[src/flash_ctl_regs.vh]
// Purpose: constants for the flash erase host controller
// Assumes: pclk at 10 MHz, APB with 32-bit data, word-mode flash bus
// Notes:   offsets are byte addresses, one aligned word each
`ifndef FLASH_CTL_REGS_VH
`define FLASH_CTL_REGS_VH

// ==========================================================
// register offsets
`define OFS_CMD      8'h00
`define OFS_ADDR     8'h04
`define OFS_WDATA    8'h08
`define OFS_STATUS   8'h0c

// ==========================================================
// operation codes written to the command register
`define OP_CHIP_ERASE  4'h1
`define OP_SECT_ERASE  4'h2
`define OP_ADD_SECTOR  4'h3
`define OP_SUSPEND     4'h4
`define OP_RESUME      4'h5
`define OP_RESET_CMD   4'h6
`define OP_READ        4'h7
`define OP_RAW_WRITE   4'h8
`define OP_HW_RESET    4'h9

// ==========================================================
// flash command words (word mode)
`define FA_UNLOCK1   19'h00555
`define FA_UNLOCK2   19'h002aa
`define FD_UNLOCK1   16'h00aa
`define FD_UNLOCK2   16'h0055
`define FD_SETUP     16'h0080
`define FD_CHIP      16'h0010
`define FD_SECTOR    16'h0030
`define FD_SUSPEND   16'h00b0
`define FD_RESUME    16'h0030
`define FD_RESET     16'h00f0

// ==========================================================
// status register fields
`define ST_BUSY      0
`define ST_MODE_LO   1
`define ST_RDY       4
`define ST_REFUSED   5
`define ST_WINDOW    6
`define ST_RDATA_LO  8

// ==========================================================
// timing
`define CLK_PERIOD_NS  100
`define WIN_US         50
`define SUSP_US        20
`define RST_PULSE_NS   500
`define SETTLE_NS      500
`define WIN_CYC        ((`WIN_US * 1000) / `CLK_PERIOD_NS)
`define SUSP_CYC       ((`SUSP_US * 1000 + `CLK_PERIOD_NS - 1) / `CLK_PERIOD_NS)
`define RST_CYC        ((`RST_PULSE_NS + `CLK_PERIOD_NS - 1) / `CLK_PERIOD_NS)
`define SETTLE_CYC     ((`SETTLE_NS + `CLK_PERIOD_NS - 1) / `CLK_PERIOD_NS)

`endif

[src/flash_erase_host.v]
// Purpose: APB-controlled host that drives erase, suspend and resume on a parallel flash
// Assumes: flash pins are synchronous to pclk; word mode; one bus phase is 100 ns
// Notes:   software issues one operation at a time and polls the status register
`include "flash_ctl_regs.vh"

module flash_erase_host #(
    parameter [9:0] WIN_CYC    = `WIN_CYC,
    parameter [9:0] SUSP_CYC   = `SUSP_CYC,
    parameter [9:0] RST_CYC    = `RST_CYC,
    parameter [9:0] SETTLE_CYC = `SETTLE_CYC
) (
    // clock and reset
    input  wire        pclk,
    input  wire        presetn,
    // apb slave
    input  wire        psel,
    input  wire        penable,
    input  wire        pwrite,
    input  wire [7:0]  paddr,
    input  wire [31:0] pwdata,
    output reg  [31:0] prdata,
    output reg         pready,
    output reg         pslverr,
    // flash pins
    output reg  [18:0] flash_addr,
    output reg  [15:0] dq_o,
    input  wire [15:0] dq_i,
    output reg         dq_oe,
    output reg         ce_n,
    output reg         we_n,
    output reg         oe_n,
    output reg         flash_reset_n,
    input  wire        ready_busy_n
);

    // ==========================================================
    // host view of the flash mode
    localparam [2:0] M_IDLE = 3'd0, M_CHIP = 3'd1, M_WIN = 3'd2, M_ERAS = 3'd3;
    localparam [2:0] M_SUSPING = 3'd4, M_SUSP = 3'd5, M_HWRST = 3'd6;
    // bus engine states
    localparam [2:0] E_IDLE = 3'd0, E_SET = 3'd1, E_WE = 3'd2, E_REC = 3'd3, E_RD = 3'd4;

    reg [2:0]  mode_r;
    reg [2:0]  eng_r;
    reg [3:0]  op_r;
    reg [2:0]  step_r;
    reg [9:0]  tmr_r;
    reg [18:0] addr_r;
    reg [15:0] wdata_r;
    reg [15:0] rdata_r;
    reg        refused_r;

    wire        apb_acc = psel & penable & ~pready;
    wire        wr_cmd  = apb_acc & pwrite & (paddr == `OFS_CMD);
    wire [3:0]  new_op  = pwdata[3:0];
    wire [18:0] sect_a  = {addr_r[18:12], 12'h000};
    wire        win_open = (mode_r == M_WIN) && (tmr_r < WIN_CYC);

    // ==========================================================
    // which operations each mode lets through
    reg ok;
    always @* begin
        ok = 1'b0;
        case (mode_r)
            M_IDLE:    ok = (new_op == `OP_CHIP_ERASE) | (new_op == `OP_SECT_ERASE) |
                            (new_op == `OP_RESET_CMD) | (new_op == `OP_READ) |
                            (new_op == `OP_RAW_WRITE) | (new_op == `OP_HW_RESET);
            M_CHIP:    ok = (new_op == `OP_READ) | (new_op == `OP_HW_RESET);
            // other commands but resume are let out in the window: all except a read or an added sector end it in the flash too
            M_WIN:     ok = (new_op != `OP_RESUME) && (new_op != 4'h0) && (new_op <= `OP_HW_RESET) &&
                            ((new_op != `OP_ADD_SECTOR) | win_open);
            M_ERAS:    ok = (new_op == `OP_SUSPEND) | (new_op == `OP_READ) |
                            (new_op == `OP_HW_RESET);
            M_SUSPING: ok = (new_op == `OP_READ) | (new_op == `OP_HW_RESET);
            M_SUSP:    ok = (new_op == `OP_RESUME) | (new_op == `OP_READ) | (new_op == `OP_RAW_WRITE) |
                            (new_op == `OP_RESET_CMD) | (new_op == `OP_HW_RESET);
            default:   ok = 1'b0;
        endcase
    end
    wire take = wr_cmd && ok && (eng_r == E_IDLE); // a running sequence cannot be broken into

    // ==========================================================
    // address and data of each bus write cycle
    reg [18:0] cyc_a;
    reg [15:0] cyc_d;
    always @* begin
        cyc_a = `FA_UNLOCK1;
        cyc_d = `FD_UNLOCK1;
        case (step_r)
            3'd0, 3'd3: begin
                cyc_a = `FA_UNLOCK1;
                cyc_d = `FD_UNLOCK1;
            end
            3'd1, 3'd4: begin
                cyc_a = `FA_UNLOCK2;
                cyc_d = `FD_UNLOCK2;
            end
            3'd2: begin
                cyc_a = `FA_UNLOCK1;
                cyc_d = `FD_SETUP;
            end
            default: begin
                case (op_r)
                    `OP_CHIP_ERASE: begin
                        cyc_a = `FA_UNLOCK1;
                        cyc_d = `FD_CHIP;
                    end
                    `OP_SECT_ERASE, `OP_ADD_SECTOR: begin
                        cyc_a = sect_a;
                        cyc_d = `FD_SECTOR;
                    end
                    `OP_SUSPEND: begin
                        cyc_a = 19'h00000;
                        cyc_d = `FD_SUSPEND;
                    end
                    `OP_RESUME: begin
                        cyc_a = 19'h00000;
                        cyc_d = `FD_RESUME;
                    end
                    `OP_RESET_CMD: begin
                        cyc_a = 19'h00000;
                        cyc_d = `FD_RESET;
                    end
                    default: begin
                        cyc_a = addr_r;
                        cyc_d = wdata_r;
                    end
                endcase
            end
        endcase
    end

    // ==========================================================
    // apb registers
    always @(posedge pclk or negedge presetn) begin
        if (!presetn) begin
            pready    <= 1'b0;
            pslverr   <= 1'b0;
            prdata    <= 32'h00000000;
            addr_r    <= 19'h00000;
            wdata_r   <= 16'h0000;
            refused_r <= 1'b0;
        end else begin
            pready  <= apb_acc;
            pslverr <= apb_acc & (paddr[7:4] != 4'h0 || paddr[1:0] != 2'b00);
            if (apb_acc & pwrite & (paddr == `OFS_ADDR))
                addr_r <= pwdata[18:0];
            if (apb_acc & pwrite & (paddr == `OFS_WDATA))
                wdata_r <= pwdata[15:0];
            // a new refusal wins over a clear in the same cycle
            if (wr_cmd & ~take)
                refused_r <= 1'b1;
            else if (apb_acc & pwrite & (paddr == `OFS_STATUS) & pwdata[`ST_REFUSED])
                refused_r <= 1'b0;
            prdata <= 32'h00000000;
            if (apb_acc & ~pwrite) begin
                case (paddr)
                    `OFS_ADDR:   prdata <= {13'h0, addr_r};
                    `OFS_WDATA:  prdata <= {16'h0000, wdata_r};
                    `OFS_STATUS: prdata <= {8'h00, rdata_r, 1'b0, win_open, refused_r,
                                            ready_busy_n, mode_r, (eng_r != E_IDLE)};
                    default:     prdata <= 32'h00000000;
                endcase
            end
        end
    end

    // ==========================================================
    // bus engine and mode tracker
    always @(posedge pclk or negedge presetn) begin
        if (!presetn) begin
            eng_r         <= E_IDLE;
            mode_r        <= M_IDLE;
            op_r          <= 4'h0;
            step_r        <= 3'd0;
            tmr_r         <= 10'd0;
            rdata_r       <= 16'h0000;
            flash_addr    <= 19'h00000;
            dq_o          <= 16'h0000;
            dq_oe         <= 1'b0;
            ce_n          <= 1'b1;
            we_n          <= 1'b1;
            oe_n          <= 1'b1;
            flash_reset_n <= 1'b1;
        end else begin
            if (tmr_r != 10'h3ff)
                tmr_r <= tmr_r + 10'd1;
            // autonomous mode changes
            case (mode_r)
                M_WIN: if (tmr_r >= WIN_CYC) begin
                    mode_r <= M_ERAS;
                    tmr_r  <= 10'd0;
                end
                // the pin is ignored for a while: it may not have fallen yet
                M_CHIP, M_ERAS: if (tmr_r >= SETTLE_CYC && ready_busy_n)
                    mode_r <= M_IDLE;
                M_SUSPING: if (tmr_r >= SUSP_CYC)
                    mode_r <= M_SUSP;
                M_HWRST: if (tmr_r >= RST_CYC) begin
                    flash_reset_n <= 1'b1;
                    mode_r        <= M_IDLE;
                end
                default: ;
            endcase
            case (eng_r)
                E_IDLE: if (take) begin
                    op_r <= new_op;
                    if (new_op == `OP_HW_RESET) begin
                        flash_reset_n <= 1'b0;
                        mode_r        <= M_HWRST;
                        tmr_r         <= 10'd0;
                    end else begin
                        step_r <= (new_op == `OP_CHIP_ERASE || new_op == `OP_SECT_ERASE) ? 3'd0 : 3'd5;
                        eng_r  <= E_SET;
                    end
                end
                E_SET: begin
                    ce_n       <= 1'b0;
                    flash_addr <= (op_r == `OP_READ) ? addr_r : cyc_a;
                    dq_o       <= cyc_d;
                    dq_oe      <= (op_r != `OP_READ);
                    oe_n       <= (op_r != `OP_READ);
                    eng_r      <= (op_r == `OP_READ) ? E_RD : E_WE;
                end
                E_WE: begin
                    we_n  <= 1'b0;
                    eng_r <= E_REC;
                end
                E_REC: begin
                    // data latches here; the window is timed from this rising edge
                    we_n  <= 1'b1;
                    ce_n  <= 1'b1;
                    dq_oe <= 1'b0;
                    if (step_r != 3'd5) begin
                        step_r <= step_r + 3'd1;
                        eng_r  <= E_SET;
                    end else begin
                        eng_r <= E_IDLE;
                        case (op_r)
                            `OP_CHIP_ERASE: begin
                                mode_r <= M_CHIP;
                                tmr_r  <= 10'd0;
                            end
                            `OP_SECT_ERASE: begin
                                mode_r <= M_WIN;
                                tmr_r  <= 10'd0;
                            end
                            // too late: the window closed while this cycle was on the bus
                            `OP_ADD_SECTOR: if (mode_r == M_WIN)
                                tmr_r <= 10'd0;
                            `OP_SUSPEND: begin
                                mode_r <= (mode_r == M_WIN) ? M_SUSP : M_SUSPING;
                                tmr_r  <= 10'd0;
                            end
                            `OP_RESUME: begin
                                mode_r <= M_ERAS;
                                tmr_r  <= 10'd0;
                            end
                            `OP_RESET_CMD, `OP_RAW_WRITE: if (mode_r == M_WIN)
                                mode_r <= M_IDLE;
                            default: ;
                        endcase
                    end
                end
                E_RD: begin
                    rdata_r <= dq_i;
                    ce_n    <= 1'b1;
                    oe_n    <= 1'b1;
                    eng_r   <= E_IDLE;
                end
                default: eng_r <= E_IDLE;
            endcase
        end
    end

endmodule // flash_erase_host

[config.mk]
export PLATFORM = sky130hd
export DESIGN_NAME = flash_erase_host
export DESIGN_NICKNAME = d
export VERILOG_FILES = /design/src/flash_erase_host.v
export VERILOG_INCLUDE_DIRS = /design/src
export SDC_FILE = /design/constraint.sdc
export NUM_CORES = 1
export LEC_CHECK = 0
export ABC_AREA = 1
export BUFFER_PORTS_ARGS = -buffer_cell sky130_fd_sc_hd__buf_2
export CAP_MARGIN = 40
export CORE_MARGIN = 5
export CORE_UTILIZATION = 23
export DETAILED_ROUTE_END_ITERATION = 10
export HOLD_SLACK_MARGIN = 0.12
export PLACE_DENSITY = 0.49
export SYNTH_ARGS = -nofsm -noshare
export SYNTH_HDL_FRONTEND = slang
export SYNTH_SLANG_ARGS = --single-unit
[constraint.sdc]
create_clock -name pclk -period 5.7 [get_ports pclk]
set_input_delay 0.57 -clock pclk [delete_from_list [all_inputs] [get_ports pclk]]
set_output_delay 0.57 -clock pclk [all_outputs]
set_load 0.01 [all_outputs]
# After elaboration in Yosys (flattened, before gate mapping)
# Index checks and enable logic that the tools add are counted.
[classes]
magnitude_cmp = 5
addsub = 2
n_mux = 50
n_eq_ne = 41
bitwise = 27
reduce_logical = 37
[ops]
columns = ["operator", "n"]
rows = [
  ["one-hot mux 24 bit (3 select lines)", 1],
  ["two-way mux 10 bit", 7],
  ["one-hot mux 16 bit (4 select lines)", 1],
  ["one-hot mux 19 bit (3 select lines)", 1],
  ["one-hot mux 16 bit (3 select lines)", 1],
  ["two-way mux 3 bit", 15],
  ["one-hot mux 10 bit (2 select lines)", 2],
  ["one-hot mux 19 bit (2 select lines)", 1],
  ["equality test 4 x 3 -> 1 bit (second input constant)", 8],
  ["two-way mux 24 bit", 1],
  ["one-hot mux 3 bit (4 select lines)", 2],
  ["two-way mux 19 bit", 1],
  ["equality test 3 x 2 -> 1 bit (second input constant)", 6],
  ["equality test 8 x 4 -> 1 bit (second input constant)", 2],
  ["equality test 3 bit (second input constant)", 5],
  ["one-hot mux 3 bit (5 select lines)", 1],
  ["nonzero test 2 bit", 7],
  ["OR reduction 2 bit", 7],
  ["OR 1 bit", 13],
  ["equality test 4 x 2 -> 1 bit (second input constant)", 3],
  ["equality test 4 bit (second input constant)", 3],
  ["one-hot mux 3 bit (2 select lines)", 2],
  ["bitwise AND 1 bit", 11],
  ["adder 10 x 1 -> 10 bit (second input constant)", 1],
  ["28 further kinds", 60],
]
[word_totals]
register_bits = 149
output_inout_bits = 74
word_cells = 181

# Depth between registers and ports, before layout
# Gate-level depths: netlist of run 1.
[logic_depth]
ltp_word = 12
depth_mapped = 14

# Worst setup path before layout of run 1
# OpenSTA, ideal clock, no wires.
[synth_path]
kind = "input -> register"
startpoint = "in paddr[7]"
endpoint = "reg refused_r"
t_arrival_ns = 1.721
setup_time_ns = 0.124
setup_slack_ns = 3.855
required_time_ns = 5.576
stages = 9
cell_sequence = "nor2_1 -> nand2_1 -> nor2_2 -> inv_1 -> nor3_4 -> inv_2 -> buf_2 -> o31ai_1 -> nand2_1"
[synth_between]
elab_chain_cells = 7
[synth_lines]
columns = ["element", "line", "text"]
rows = [
  ["start: declaration", "flash_erase_host.v:19", "input wire [7:0] paddr,"],
  ["logical NOT 8 bit (no source line)", "n/a", ""],
  ["bitwise AND 1 bit", "flash_erase_host.v:54", "wire wr_cmd = apb_acc & pwrite & (paddr == `OFS_CMD);"],
  ["logical AND 1 bit (2 in series)", "flash_erase_host.v:80", "wire take = wr_cmd && ok && (eng_r == E_IDLE);"],
  ["inverter 1 bit", "flash_erase_host.v:151", "if (wr_cmd & ~take)"],
  ["bitwise AND 1 bit", "flash_erase_host.v:151", ""],
  ["two-way mux 1 bit or nonzero test 2 bit (tied branches)", "n/a", ""],
  ["end signal: assignment", "flash_erase_host.v:142", "refused_r <= 1'b0;"],
  ["end signal: assignment", "flash_erase_host.v:152", "refused_r <= 1'b1;"],
  ["end signal: assignment", "flash_erase_host.v:154", "refused_r <= 1'b0;"],
  ["end: declaration", "flash_erase_host.v:51", "reg refused_r;"],
]
# Several ways; a longest one is shown, not always the timed one.
# A chain may end at the register's enable or synchronous reset.

# Worst setup path in the final report of run 1
[layout_path]
startpoint = "reg step_r[0]"
endpoint = "reg dq_o[13]"
[layout_between]
elab_chain_cells = 3
[layout_lines]
columns = ["element", "line", "text"]
rows = [
  ["start: declaration", "flash_erase_host.v:46", "reg [2:0] step_r;"],
  ["start signal: assignment", "flash_erase_host.v:213", "step_r <= (new_op == `OP_CHIP_ERASE || new_op == `OP_SECT_ERASE) ? 3'd0 : 3'd5;"],
  ["start signal: assignment", "flash_erase_host.v:235", "step_r <= step_r + 3'd1;"],
  ["equality test 3 x 1 -> 1 bit (tied with other cells)", "flash_erase_host.v:89", "case (step_r)"],
  ["OR reduction 2 bit, on equally long branches", "n/a", ""],
  ["one-hot mux 16 bit (3 select lines) *", "flash_erase_host.v:89", ""],
  ["end signal: assignment", "flash_erase_host.v:220", "dq_o <= cyc_d;"],
  ["end: declaration", "flash_erase_host.v:26", "output reg [15:0] dq_o,"],
]
# Mark *: on every way between the ends. The rest lies on a longest branch, timed or not.

==> out/qor.yml, run 1 <==
status: "finished, final reports clean"
via_count: 6508
seq_area_sq_um: 3530
maxSlewHeadroom_pct: 43.4
grtUsageTotal_pct: 12.9
wl_per_cell_um: 15.8
routed_wl_um: 23000
peakVddDrop_uv: 150
worstMarginPinSlew_ns: 0.848
power_leakage_nw: 4.70
finClkSkew_ns: 0.00963
powerDensity_nw_per_um2: 256
endpoint_kind: "register"
grt-ovfl-total: 0
start_util_pct: 23.3
cap_violations: 0
io_buffers: 114
yosys-top-cells-area: "dfrtp_1, nand2_1, inv_1"
drt_iter0_drc: 470
coreArea_sq_um: 31600
post-route-drc-count: 0
gp_congestion: 0.794
crit_fanout: 11
synthCells: 927
final_hold_viol_count: 0
yosys_warnings: 0
hold_path.class: "in -> reg"
period_share_pct: 52.2
layout.nets: 1110
clock_latency_ns: 0.43
fin_ws_ns: 2.73
max_freq_mhz: 336
tns_ns: 0
ys_ff_latch: 141
nFillCells: 3409
postRouteAntennaNets: 0
antenna_cells: 0
dp_worst_setup_slack_ns: 2.46
synth_area_leader_cell: "dfrtp_1"
syn-cell-area_sq_um: 7380
grt_max_degree: 65
syn2layout_area_growth_pct: 23.2
start_kind: "register"
fin_crit_ns: 2.97
postCtsSetupRepairBufs: 0
cts_tree: "yes"
path_class: "reg -> reg"
finalSetupViolations: 0
grt_pass1_wl_um: 36400
async_reset_ff_share_pct: 100
viasPerCell: 4.48
drt_pre_antenna_iters: 5
avgSynthCellArea_sq_um: 7.96
io_pins: 136
numCtsBuffers: 17
die-area_sq_um: 35700
clk_pin_slew_ns: 0.07
die_x_um: 189
synth-edff-count: 0
cts.sink_count: 141
multi_input_comb_area_sq_um: 3170
ys.flop_type: "dfrtp_1"
antenna_found_initial: 0
rsz0062_at_grt: "no"
final_cell_mix: "nand2_1, dfrtp_1, inv_1"
clockBufferDepth: 2
cts_htree_levels: 4
cts_root_buffer: "clkbuf_16"
row_count: 65
final_common_cell: "nand2_1"
first_global_vias: 6291
synth_top_area_share_pct: 46.5
arrival_ns: 3.31
cp.required_ns: 6.03
hold_buffers: 1
die_h_um: 189
ys_types: 48
final_cell_area_sq_um: 9090
yosysSeqAreaShare_pct: 47.9
cts_resized: 0
placed_area_sq_um: 8430
hpwlAfterDp_um: 17000
drive_above_1_share_pct: 19.8
drv_slew: 0
[through the flow]
stage          instances  utilization [%]  hold slack, ns  power (W)
3_5_place_dp        1421             26.6           0.468    0.00112
2_1_floorplan        934                -           0.274    0.00106
6_report            1454             28.7           0.370    0.00233
4_1_cts             1454             28.7           0.353    0.00236
3_3_place_gp        1416             26.2           0.465    0.00111
5_1_grt             1454             28.7           0.366    0.00242
[cell usage after synthesis, types with 9 or more instances]
library cell	n
o211ai_1	10
nand4_1	13
inv_1	122
nor3_1	9
o21ai_0	81
a21oi_1	25
nand3_1	57
ha_1	9
clkbuf_1	17
mux2_2	12
o22ai_1	11
dfrtp_1	137
buf_4	11
o21ai_1	11
nand2_1	242
nor2_1	68
[final timing paths]
kind	cells past startpoint	startpoint	slack, ns	to
min reg2reg	2	flash_addr[14]$_DFFE_PN0P_	0.48	flash_addr[14]$_DFFE_PN0P_
min in group asynchronous	2	presetn	0.58	rdata_r[15]$_DFFE_PN0P_
min	2	dq_i[8]	0.37	rdata_r[8]$_DFFE_PN0P_
max in group asynchronous	4	presetn	3.82	prdata[4]$_DFF_PN0_
max	9	step_r[0]$_DFFE_PN0P_	2.73	dq_o[13]$_DFFE_PN0P_
max reg2reg	9	step_r[0]$_DFFE_PN0P_	2.73	dq_o[13]$_DFFE_PN0P_
[report_power, final]
group | internal (W) | switching, W | total, W
registers | 0.00101 | 0.00000494 | 0.00102
clock network | 0.000753 | 0.000483 | 0.00124
logic | 0.0000262 | 0.0000534 | 0.0000796
total | 0.00179 | 0.000541 | 0.00233
[sequential cells by signal, summed over array words and instances (netlist names), 3 cells and up]
register	flops
prdata	24
addr_r	19
flash_addr	19
dq_o	16
rdata_r	16
wdata_r	16
tmr_r	10
op_r	4
eng_r	3
mode_r	3
step_r	3
[cell families after synthesis]
logic type / after synthesis / synth area share (%)
other cells: 1 / 0.0508
flops: 141 / 47.9
compound gates: 177 / 14.3
fa+ha+maj: 9 / 1.53
mux: 13 / 1.97
xor+xnor: 4 / 0.475
buf+inv: 170 / 9.48
simple gates: 412 / 24.3
[metal layers]
metal / vias up / routed length, um / GRT usage, %
li1: 3223 / - / -
met1: 3132 / 10900 / 18.1
met2: 137 / 10700 / 20.3
met3: 16 / 1090 / 2.99
met4: 0 / 277 / 3.08
met5: - / 0 / 0
[area by class of cell]
| cell class | count | area share [%] |
|---|---|---|
| Sequential cell | 141 | 38.9 |
| Multi-Input combinational cell | 623 | 34.9 |
| Timing Repair Buffer | 123 | 8.08 |
| Tap cell | 402 | 5.53 |
| Inverter | 133 | 5.49 |
| Clock buffer | 17 | 4.68 |
| Clock inverter | 15 | 2.48 |
[critical path, cell delays in order, from the launching register on]
cell and delay, ns:
dfrtp_1 0.43, ha_1 0.22, ha_1 0.18, a21oi_2 0.12, nand2_1 0.22, nor2_1 0.66, nand2_1 0.19, inv_1 0.16
nand2_1 0.38, o21ai_0 0.32
(Power assumes the default switching activity.)
==> inputs of run 2 (changes only) <==
--- a/config.mk
+++ b/config.mk
@@ -13,7 +13,7 @@
 export CORE_UTILIZATION = 23
 export DETAILED_ROUTE_END_ITERATION = 10
 export HOLD_SLACK_MARGIN = 0.12
-export PLACE_DENSITY = 0.49
+export PLACE_DENSITY = 0.5
 export SYNTH_ARGS = -nofsm -noshare
 export SYNTH_HDL_FRONTEND = slang
 export SYNTH_SLANG_ARGS = --single-unit
==> constraint.sdc (replaced) <==
create_clock -name pclk -period 2.55 [get_ports pclk]
set_input_delay 0.255 -clock pclk [delete_from_list [all_inputs] [get_ports pclk]]
set_output_delay 0.255 -clock pclk [all_outputs]
set_load 0.01 [all_outputs]
==> run 2 against run 1 <==
  * Hold slack worse by 0.15 ns
  * Combinational power rose to 2.8 times the previous value
  * Non-clock buffer count grew 51
  * Routed wire length grew 2.4%
  * Sequential cell count unchanged
  * Clock skew increased by 0.0033 ns
  * Via count rose by 3.2%
  * Cell area increased by 4.4%
  * Sequential share of layout area is 1.6 points lower
  * Setup slack got worse by 2.5 ns
  * Sequential power is 120% higher
  * Register-to-register slack got worse by 2.3 ns
  * Critical path type is now in -> reg
  * Critical endpoint is now tmr_r[3]$_DFF_PN0_
  * Largest cell class unchanged
  * Highest routed layer is now met5
==> out/qor.yml, run 2 (same netlist as run 1, synthesis figures left out) <==
status: "finished, final reports clean"
power_leakage_nw: 4.86  # +3.6%
numCtsBuffers: 17  # unchanged
cpMaxStageDelayCell: "dlygate4sd3_1"
r2r-start: "step_r[0]$_DFFE_PN0P_"
clock_latency_ns: 0.43  # about the same
start_util_pct: 23.3  # unchanged
antenna_found_initial: 2  # +2
gp_congestion: 0.823  # +3.6%
nFillCells: 3398  # -0.32%
final_common_cell: "nand2_1"
finalSetupViolations: 0  # unchanged
crit_chain: "dlygate4sd3_1, buf_2, nand2_1, dlygate4sd3_1, nor2_2, nand2_2, nor4_2, buf_4, buf_12, nand4_1, nand3_1, nand3_1"
power.share.clock_pct: 50.6  # -2.4 points
first_global_vias: 6535  # +3.9%
switchingPower_w: 0.00134  # +150%
reg_top3: "prdata: 24 flops, addr_r: 19 flops, flash_addr: 19 flops"
clockBufferDepth: 2  # unchanged
antenna_cells: 0  # unchanged
wl_per_cell_um: 15.6  # -1.1%
hold_path.class: "in -> reg"
io_pins: 136  # unchanged
swShare_pct: 26.6  # +3.4 points
p_int_w: 0.00369  # +110%
comb_power_share_pct: 4.3  # +0.9 points
post-route-drc-count: 0  # unchanged
fin_crit_ns: 2.31
period_share_pct: 90.8
coreArea_sq_um: 31600  # unchanged
cts_root_buffer: "clkbuf_16"
regMostFlops: "prdata"
io_buffers: 114  # unchanged
worstMarginPinSlew_ns: 0.609  # -0.239 ns
cts.sink_count: 141  # unchanged
path_class: "in -> reg"
cp.required_ns: 2.86  # -3.17 ns
clk_pin_slew_ns: 0.08  # about the same
postRouteAntennaNets: 0  # unchanged
place_inst: 1438  # +1.2%
max_freq_mhz: 432
drv_slew: 0  # unchanged
grt-ovfl-total: 0  # unchanged
worstSetupStartpoint: "penable"
placed_area_sq_um: 8490  # +0.71%
grtUsageTotal_pct: 13.0  # +0.098 points
grt_pass1_wl_um: 36900  # +1.4%
maxSlewHeadroom_pct: 59.3  # +16 points
endpoint_kind: "register"
final_cell_area_sq_um: 9490  # +4.4%
finalNonFillerCells: 1506  # +3.6%
largest_reg_flops: 24  # unchanged
drive_above_1_share_pct: 20.9  # +1.2 points
die-area_sq_um: 35700  # unchanged
routed_wl_um: 23500  # +2.4%
rsz0062_at_grt: "no"
power_frac_seq_pct: 45.1  # +1.5 points
final_cell_mix: "nand2_1, dfrtp_1, inv_1"
die_h_um: 189  # unchanged
row_count: 65  # unchanged
hpwlAfterDp_um: 17200  # +1.3%
drt_pre_antenna_iters: 5  # unchanged
tns_ns: 0  # unchanged
cts_tree: "yes"
max_stage_delay_ns: 0.58  # -0.08 ns
grt_max_degree: 53  # -18%
syn2layout_area_growth_pct: 28.6
die_x_um: 189  # unchanged
drt_iter0_drc: 438  # -6.8%
powerDensity_nw_per_um2: 530  # +110%
final_hold_viol_count: 0  # unchanged
layout.nets: 1162  # +4.7%
hp-start: "pwdata[0]"
viasPerCell: 4.46  # -0.32%
cap_violations: 0  # unchanged
peakVddDrop_uv: 356  # +140%
cts_htree_levels: 4  # unchanged
crit_fanout: 7  # -4
start_kind: "primary input"
arrival_ns: 2.62  # -0.69 ns
finClkSkew_ns: 0.0130  # +0.00335 ns
via_count: 6719  # +3.2%
[run 2: critical path: cells and delay by family]
| family | cells | cell delay, ns |
|---|---|---|
| buf+inv | 5 | 1.55 |
| simple gates | 7 | 0.80 |
[run 2: final timing paths]
path / end / slack, ns / cells past startpoint
worst max-delay path: tmr_r[3]$_DFF_PN0_ / 0.24 / 12
worst min-delay path: op_r[0]$_DFFE_PN0P_ / 0.22 / 3
worst max register to register: dq_o[3]$_DFFE_PN0P_ / 0.42 / 9
worst min register to register: dq_o[9]$_DFFE_PN0P_ / 0.47 / 2
max in group asynchronous: flash_reset_n$_DFF_PN1_ / 1.51 / 3
min in group asynchronous: rdata_r[13]$_DFFE_PN0P_ / 0.27 / 2
[run 2: power groups by stage]
stage               combinational, W  sequential, W  clock (W)
global placement            0.000181        0.00231          0
detailed placement          0.000182        0.00231          0
CTS                         0.000223        0.00227    0.00261
global route                0.000250        0.00227    0.00271
floorplan                  0.0000698        0.00231          0
finish                      0.000219        0.00227    0.00254
[run 2: final cells by class]
class	instances	area (sq um)	share of cell area (%)
repair buffers	174	1140	12.1
clock buffers	17	425	4.48
inverters	133	499	5.26
well taps	402	503	5.30
multi-input cells	624	3190	33.6
clock inverters	15	190	2.00
flip-flops and latches	141	3530	37.2
[run 2: metrics by stage]
step | hold WS [ns] | worst slack [ns] | power (W) | util [%]
5_1_grt | 0.236 | 0.0420 | 0.00523 | 30.0
3_3_place_gp | 0.174 | 0.285 | 0.00249 | 26.8
4_1_cts | 0.208 | 0.00311 | 0.00510 | 29.9
6_report | 0.219 | 0.236 | 0.00503 | 30.0
3_5_place_dp | 0.171 | 0.221 | 0.00249 | 26.8
2_1_floorplan | -0.0406 | 0.713 | 0.00238 | -
[run 2: what timing repair did]
action / in CTS / in global routing
endpoints found under the setup margin: 0 / 30
hold buffers: 34 / 0
buffers inserted: 0 / 1
resized for setup: 0 / 4
endpoints found under the hold margin: 127 / 0
[run 2: routing by layer]
layer  global-route usage [%]  share of wire (%)
met5                        0              0.081
met2                     20.9                 46
met4                     3.08                1.0
met3                     2.91                5.2
met1                     17.9                 47
==> inputs of run 3 (changes only) <==
--- a/config.mk
+++ b/config.mk
@@ -6,14 +6,13 @@
 export SDC_FILE = /design/constraint.sdc
 export NUM_CORES = 1
 export LEC_CHECK = 0
-export ABC_AREA = 1
 export BUFFER_PORTS_ARGS = -buffer_cell sky130_fd_sc_hd__buf_2
 export CAP_MARGIN = 40
 export CORE_MARGIN = 5
 export CORE_UTILIZATION = 23
+export CTS_BUF_LIST = sky130_fd_sc_hd__clkbuf_8
 export DETAILED_ROUTE_END_ITERATION = 10
-export HOLD_SLACK_MARGIN = 0.12
-export PLACE_DENSITY = 0.5
+export PLACE_DENSITY = 0.51
 export SYNTH_ARGS = -nofsm -noshare
 export SYNTH_HDL_FRONTEND = slang
 export SYNTH_SLANG_ARGS = --single-unit
==> run 3 against run 2 <==
  * Clock-buffer cell count up 1
  * Routed wire length decreased by 20%
  * Maximum frequency rose by 7.2%
  * Via count decreased by 25%
  * Synthesized area down 11%
  * Die area shrank 10%
  * Critical path depth is 6 lower
  * First-iteration DRC count is 11% lower
  * Final cell count decreased by 24%
  * Hold slack got worse by 0.18 ns
  * Synthesized cell count down 34%
  * Highest routed layer unchanged
==> out/qor.yml, run 3 <==
final_hold_viol_count: 0  # unchanged
finClkSkew_ns: 0.0136  # +0.000577 ns
crit_fanout: 3  # -4
worstSetupStartpoint: "pready$_DFF_PN0_"
worstSetupEndpoint: "step_r[0]$_DFFE_PN0P_"
grt-ovfl-total: 0  # unchanged
synthCells: 616  # -34%
grt_max_degree: 59  # +11%
cts_resized: 0  # unchanged
r2r_end: "step_r[0]$_DFFE_PN0P_"
first_global_vias: 4827  # -26%
wl_per_cell_um: 16.6  # +5.9%
via_count: 5051  # -25%
ys_types: 55  # +15%
postRouteAntennaNets: 0  # unchanged
routed_wl_um: 18900  # -20%
cts.sink_count: 141  # unchanged
nFillCells: 3027  # -11%
fin_crit_ns: 2.16  # -0.156 ns
drt_pre_antenna_iters: 4  # -1
hold_buffers: 1  # -97%
cts_tree: "yes"
peakVddDrop_uv: 229  # -36%
finalNonFillerCells: 1141  # -24%
hold_path.class: "in -> reg"
final_core_util_pct: 28.4  # -1.6 points
die-area_sq_um: 32100  # -10%
status: "finished, final reports clean"
powerDensity_nw_per_um2: 783  # +48%
maxSlewHeadroom_pct: 61.4  # +2.0 points
syn2layout_area_growth_pct: 23.0
largest_reg_flops: 24  # unchanged
async_reset_ff_share_pct: 100  # unchanged
finalSetupViolations: 0  # unchanged
placed_area_sq_um: 7690  # -9.4%
final_cell_area_sq_um: 8090  # -15%
viasPerCell: 4.43  # -0.78%
syn-cell-area_sq_um: 6580  # -11%
row_count: 62  # -4.6%
tns_ns: 0  # unchanged
postCtsSetupRepairBufs: 0  # unchanged
die_h_um: 179  # -5.3%
drt_iter0_drc: 389  # -11%
final_cell_mix: "dfrtp_1, buf_2, mux2_2"
yosys-top-cells-count: "dfrtp_1, nor2_1, mux2_2"
hpwlAfterDp_um: 13900  # -19%
seq_area_sq_um: 3530  # unchanged
multi_input_comb_area_sq_um: 2820  # -12%
r2r-start: "pready$_DFF_PN0_"
rsz0062_at_grt: "no"
drive_above_1_share_pct: 34.4  # +14 points
antenna_found_initial: 4  # +2
path_class: "reg -> reg"
layout.nets: 813  # -30%
gp_congestion: 0.832  # +1.1%
start_util_pct: 23.1  # -0.20 points
period_share_pct: 84.6  # -6.1 points
grt_pass1_wl_um: 28800  # -22%
arrival_ns: 2.50  # -0.12 ns
io_buffers: 114  # unchanged
whs_ns: 0.0379  # -0.182 ns
endpoint_kind: "register"
drv_slew: 0  # unchanged
cap_violations: 0  # unchanged
synth_top_area_share_pct: 52.1  # +5.6 points
cp.required_ns: 2.89  # +0.03 ns
clock_latency_ns: 0.45  # +0.02 ns
yosys-top-cells-area: "dfrtp_1, mux2_2, nor2_1"
power_leakage_nw: 3.93  # -19%
max_freq_mhz: 463  # +7.2%
grtUsageTotal_pct: 11.7  # -1.3 points
clockBufferDepth: 2  # unchanged
ys.flop_type: "dfrtp_1"
reg_top3: "prdata: 24 flops, addr_r: 19 flops, flash_addr: 19 flops"
reg2reg_depth: 6  # -3
synth_area_leader_cell: "dfrtp_1"
synth-edff-count: 0  # unchanged
yosysSeqAreaShare_pct: 53.7  # +5.8 points
regMostFlops: "prdata"
cts_htree_levels: 4  # unchanged
ff2ff_setup_slack_ns: 0.39  # -0.03 ns
worstMarginPinSlew_ns: 0.579  # -0.0299 ns
avgSynthCellArea_sq_um: 10.7  # +34%
yosysMostFrequentCell: "dfrtp_1"
ys_ff_latch: 141  # unchanged
clk_pin_slew_ns: 0.09  # about the same
final_common_cell: "dfrtp_1"
start_kind: "register"
place_inst: 1105  # -23%
die_x_um: 179  # -5.3%
coreArea_sq_um: 28500  # -10%
cts_root_buffer: "clkbuf_8"
post-route-drc-count: 0  # unchanged
io_pins: 136  # unchanged
numCtsBuffers: 17  # unchanged
yosys_warnings: 0  # unchanged
## run 3: changes by cell type after synthesis, sizes merged, moves of 10 or more
cell | before | now
a22oi | 2 | 16
nand3 | 63 | 20
a22o | 0 | 10
nand2 | 250 | 60
inv | 129 | 15
o21ai | 96 | 27
mux2 | 12 | 69
## run 3: where the power goes
group          switching, W  internal (W)
Clock              0.000909      0.000796
Combinational       0.00109      0.000704
Sequential         0.000291       0.00255
Total               0.00229       0.00405
## run 3: how the worst min path moves through the flow
stage               startpoint                endpoint  slack, ns  cells after the start
CTS                    dq_i[3]  rdata_r[3]$_DFFE_PN0P_      0.005                      2
finish                 dq_i[3]  rdata_r[3]$_DFFE_PN0P_       0.04                      2
detailed placement     presetn    dq_o[11]$_DFFE_PN0P_       0.27                      1
global route           dq_i[3]  rdata_r[3]$_DFFE_PN0P_      0.007                      2
global placement       presetn    dq_o[11]$_DFFE_PN0P_       0.27                      1
floorplan              presetn   addr_r[0]$_DFFE_PN0P_      -0.04                      0
## run 3: logic make-up after synthesis
logic type	after synthesis	synth area share (%)
AOI/OAI and AO/OA	113	11.6
xor gates and xnor gates	6	0.799
adders and majority gates	9	1.71
buffers and inverters	58	3.99
DFF	141	53.7
muxes	74	12.6
other	1	0.0570
and+or+nand+nor	214	15.6
## run 3: per-stage QoR
| stage | total power [W] | setup slack [ns] |
|---|---|---|
| 2_1_floorplan | 0.00398 | 0.556 |
| 3_3_place_gp | 0.00465 | 0.229 |
| 3_5_place_dp | 0.00468 | 0.228 |
| 4_1_cts | 0.00641 | 0.395 |
| 5_1_grt | 0.00677 | 0.231 |
| 6_report | 0.00634 | 0.392 |
## run 3: per-layer routing
layer	up-vias	track usage [%]	wire length, um
met5	-	0	19
met4	4	2.44	186
met3	17	3.63	1250
met2	129	16.8	8170
met1	2489	17.4	9270
li1	2412	-	-
## run 3: area by class of cell
type	instances	share of cell area, %
Antenna cell	2	0.0619
Clock buffer	18	3.06
Clock inverter	14	1.52
Inverter	15	0.696
Multi-Input combinational cell	424	34.9
Sequential cell	141	43.7
Tap cell	384	5.94
Timing Repair Buffer	143	10.2
## run 3: critical path, cell delays in order (launching register included)
cell,delay [ns]
dfrtp_1,0.40
nor2_1,0.18
nand4_1,0.25
or3_4,0.45
a211oi_4,0.30
o21ai_2,0.11
a221o_1,0.36
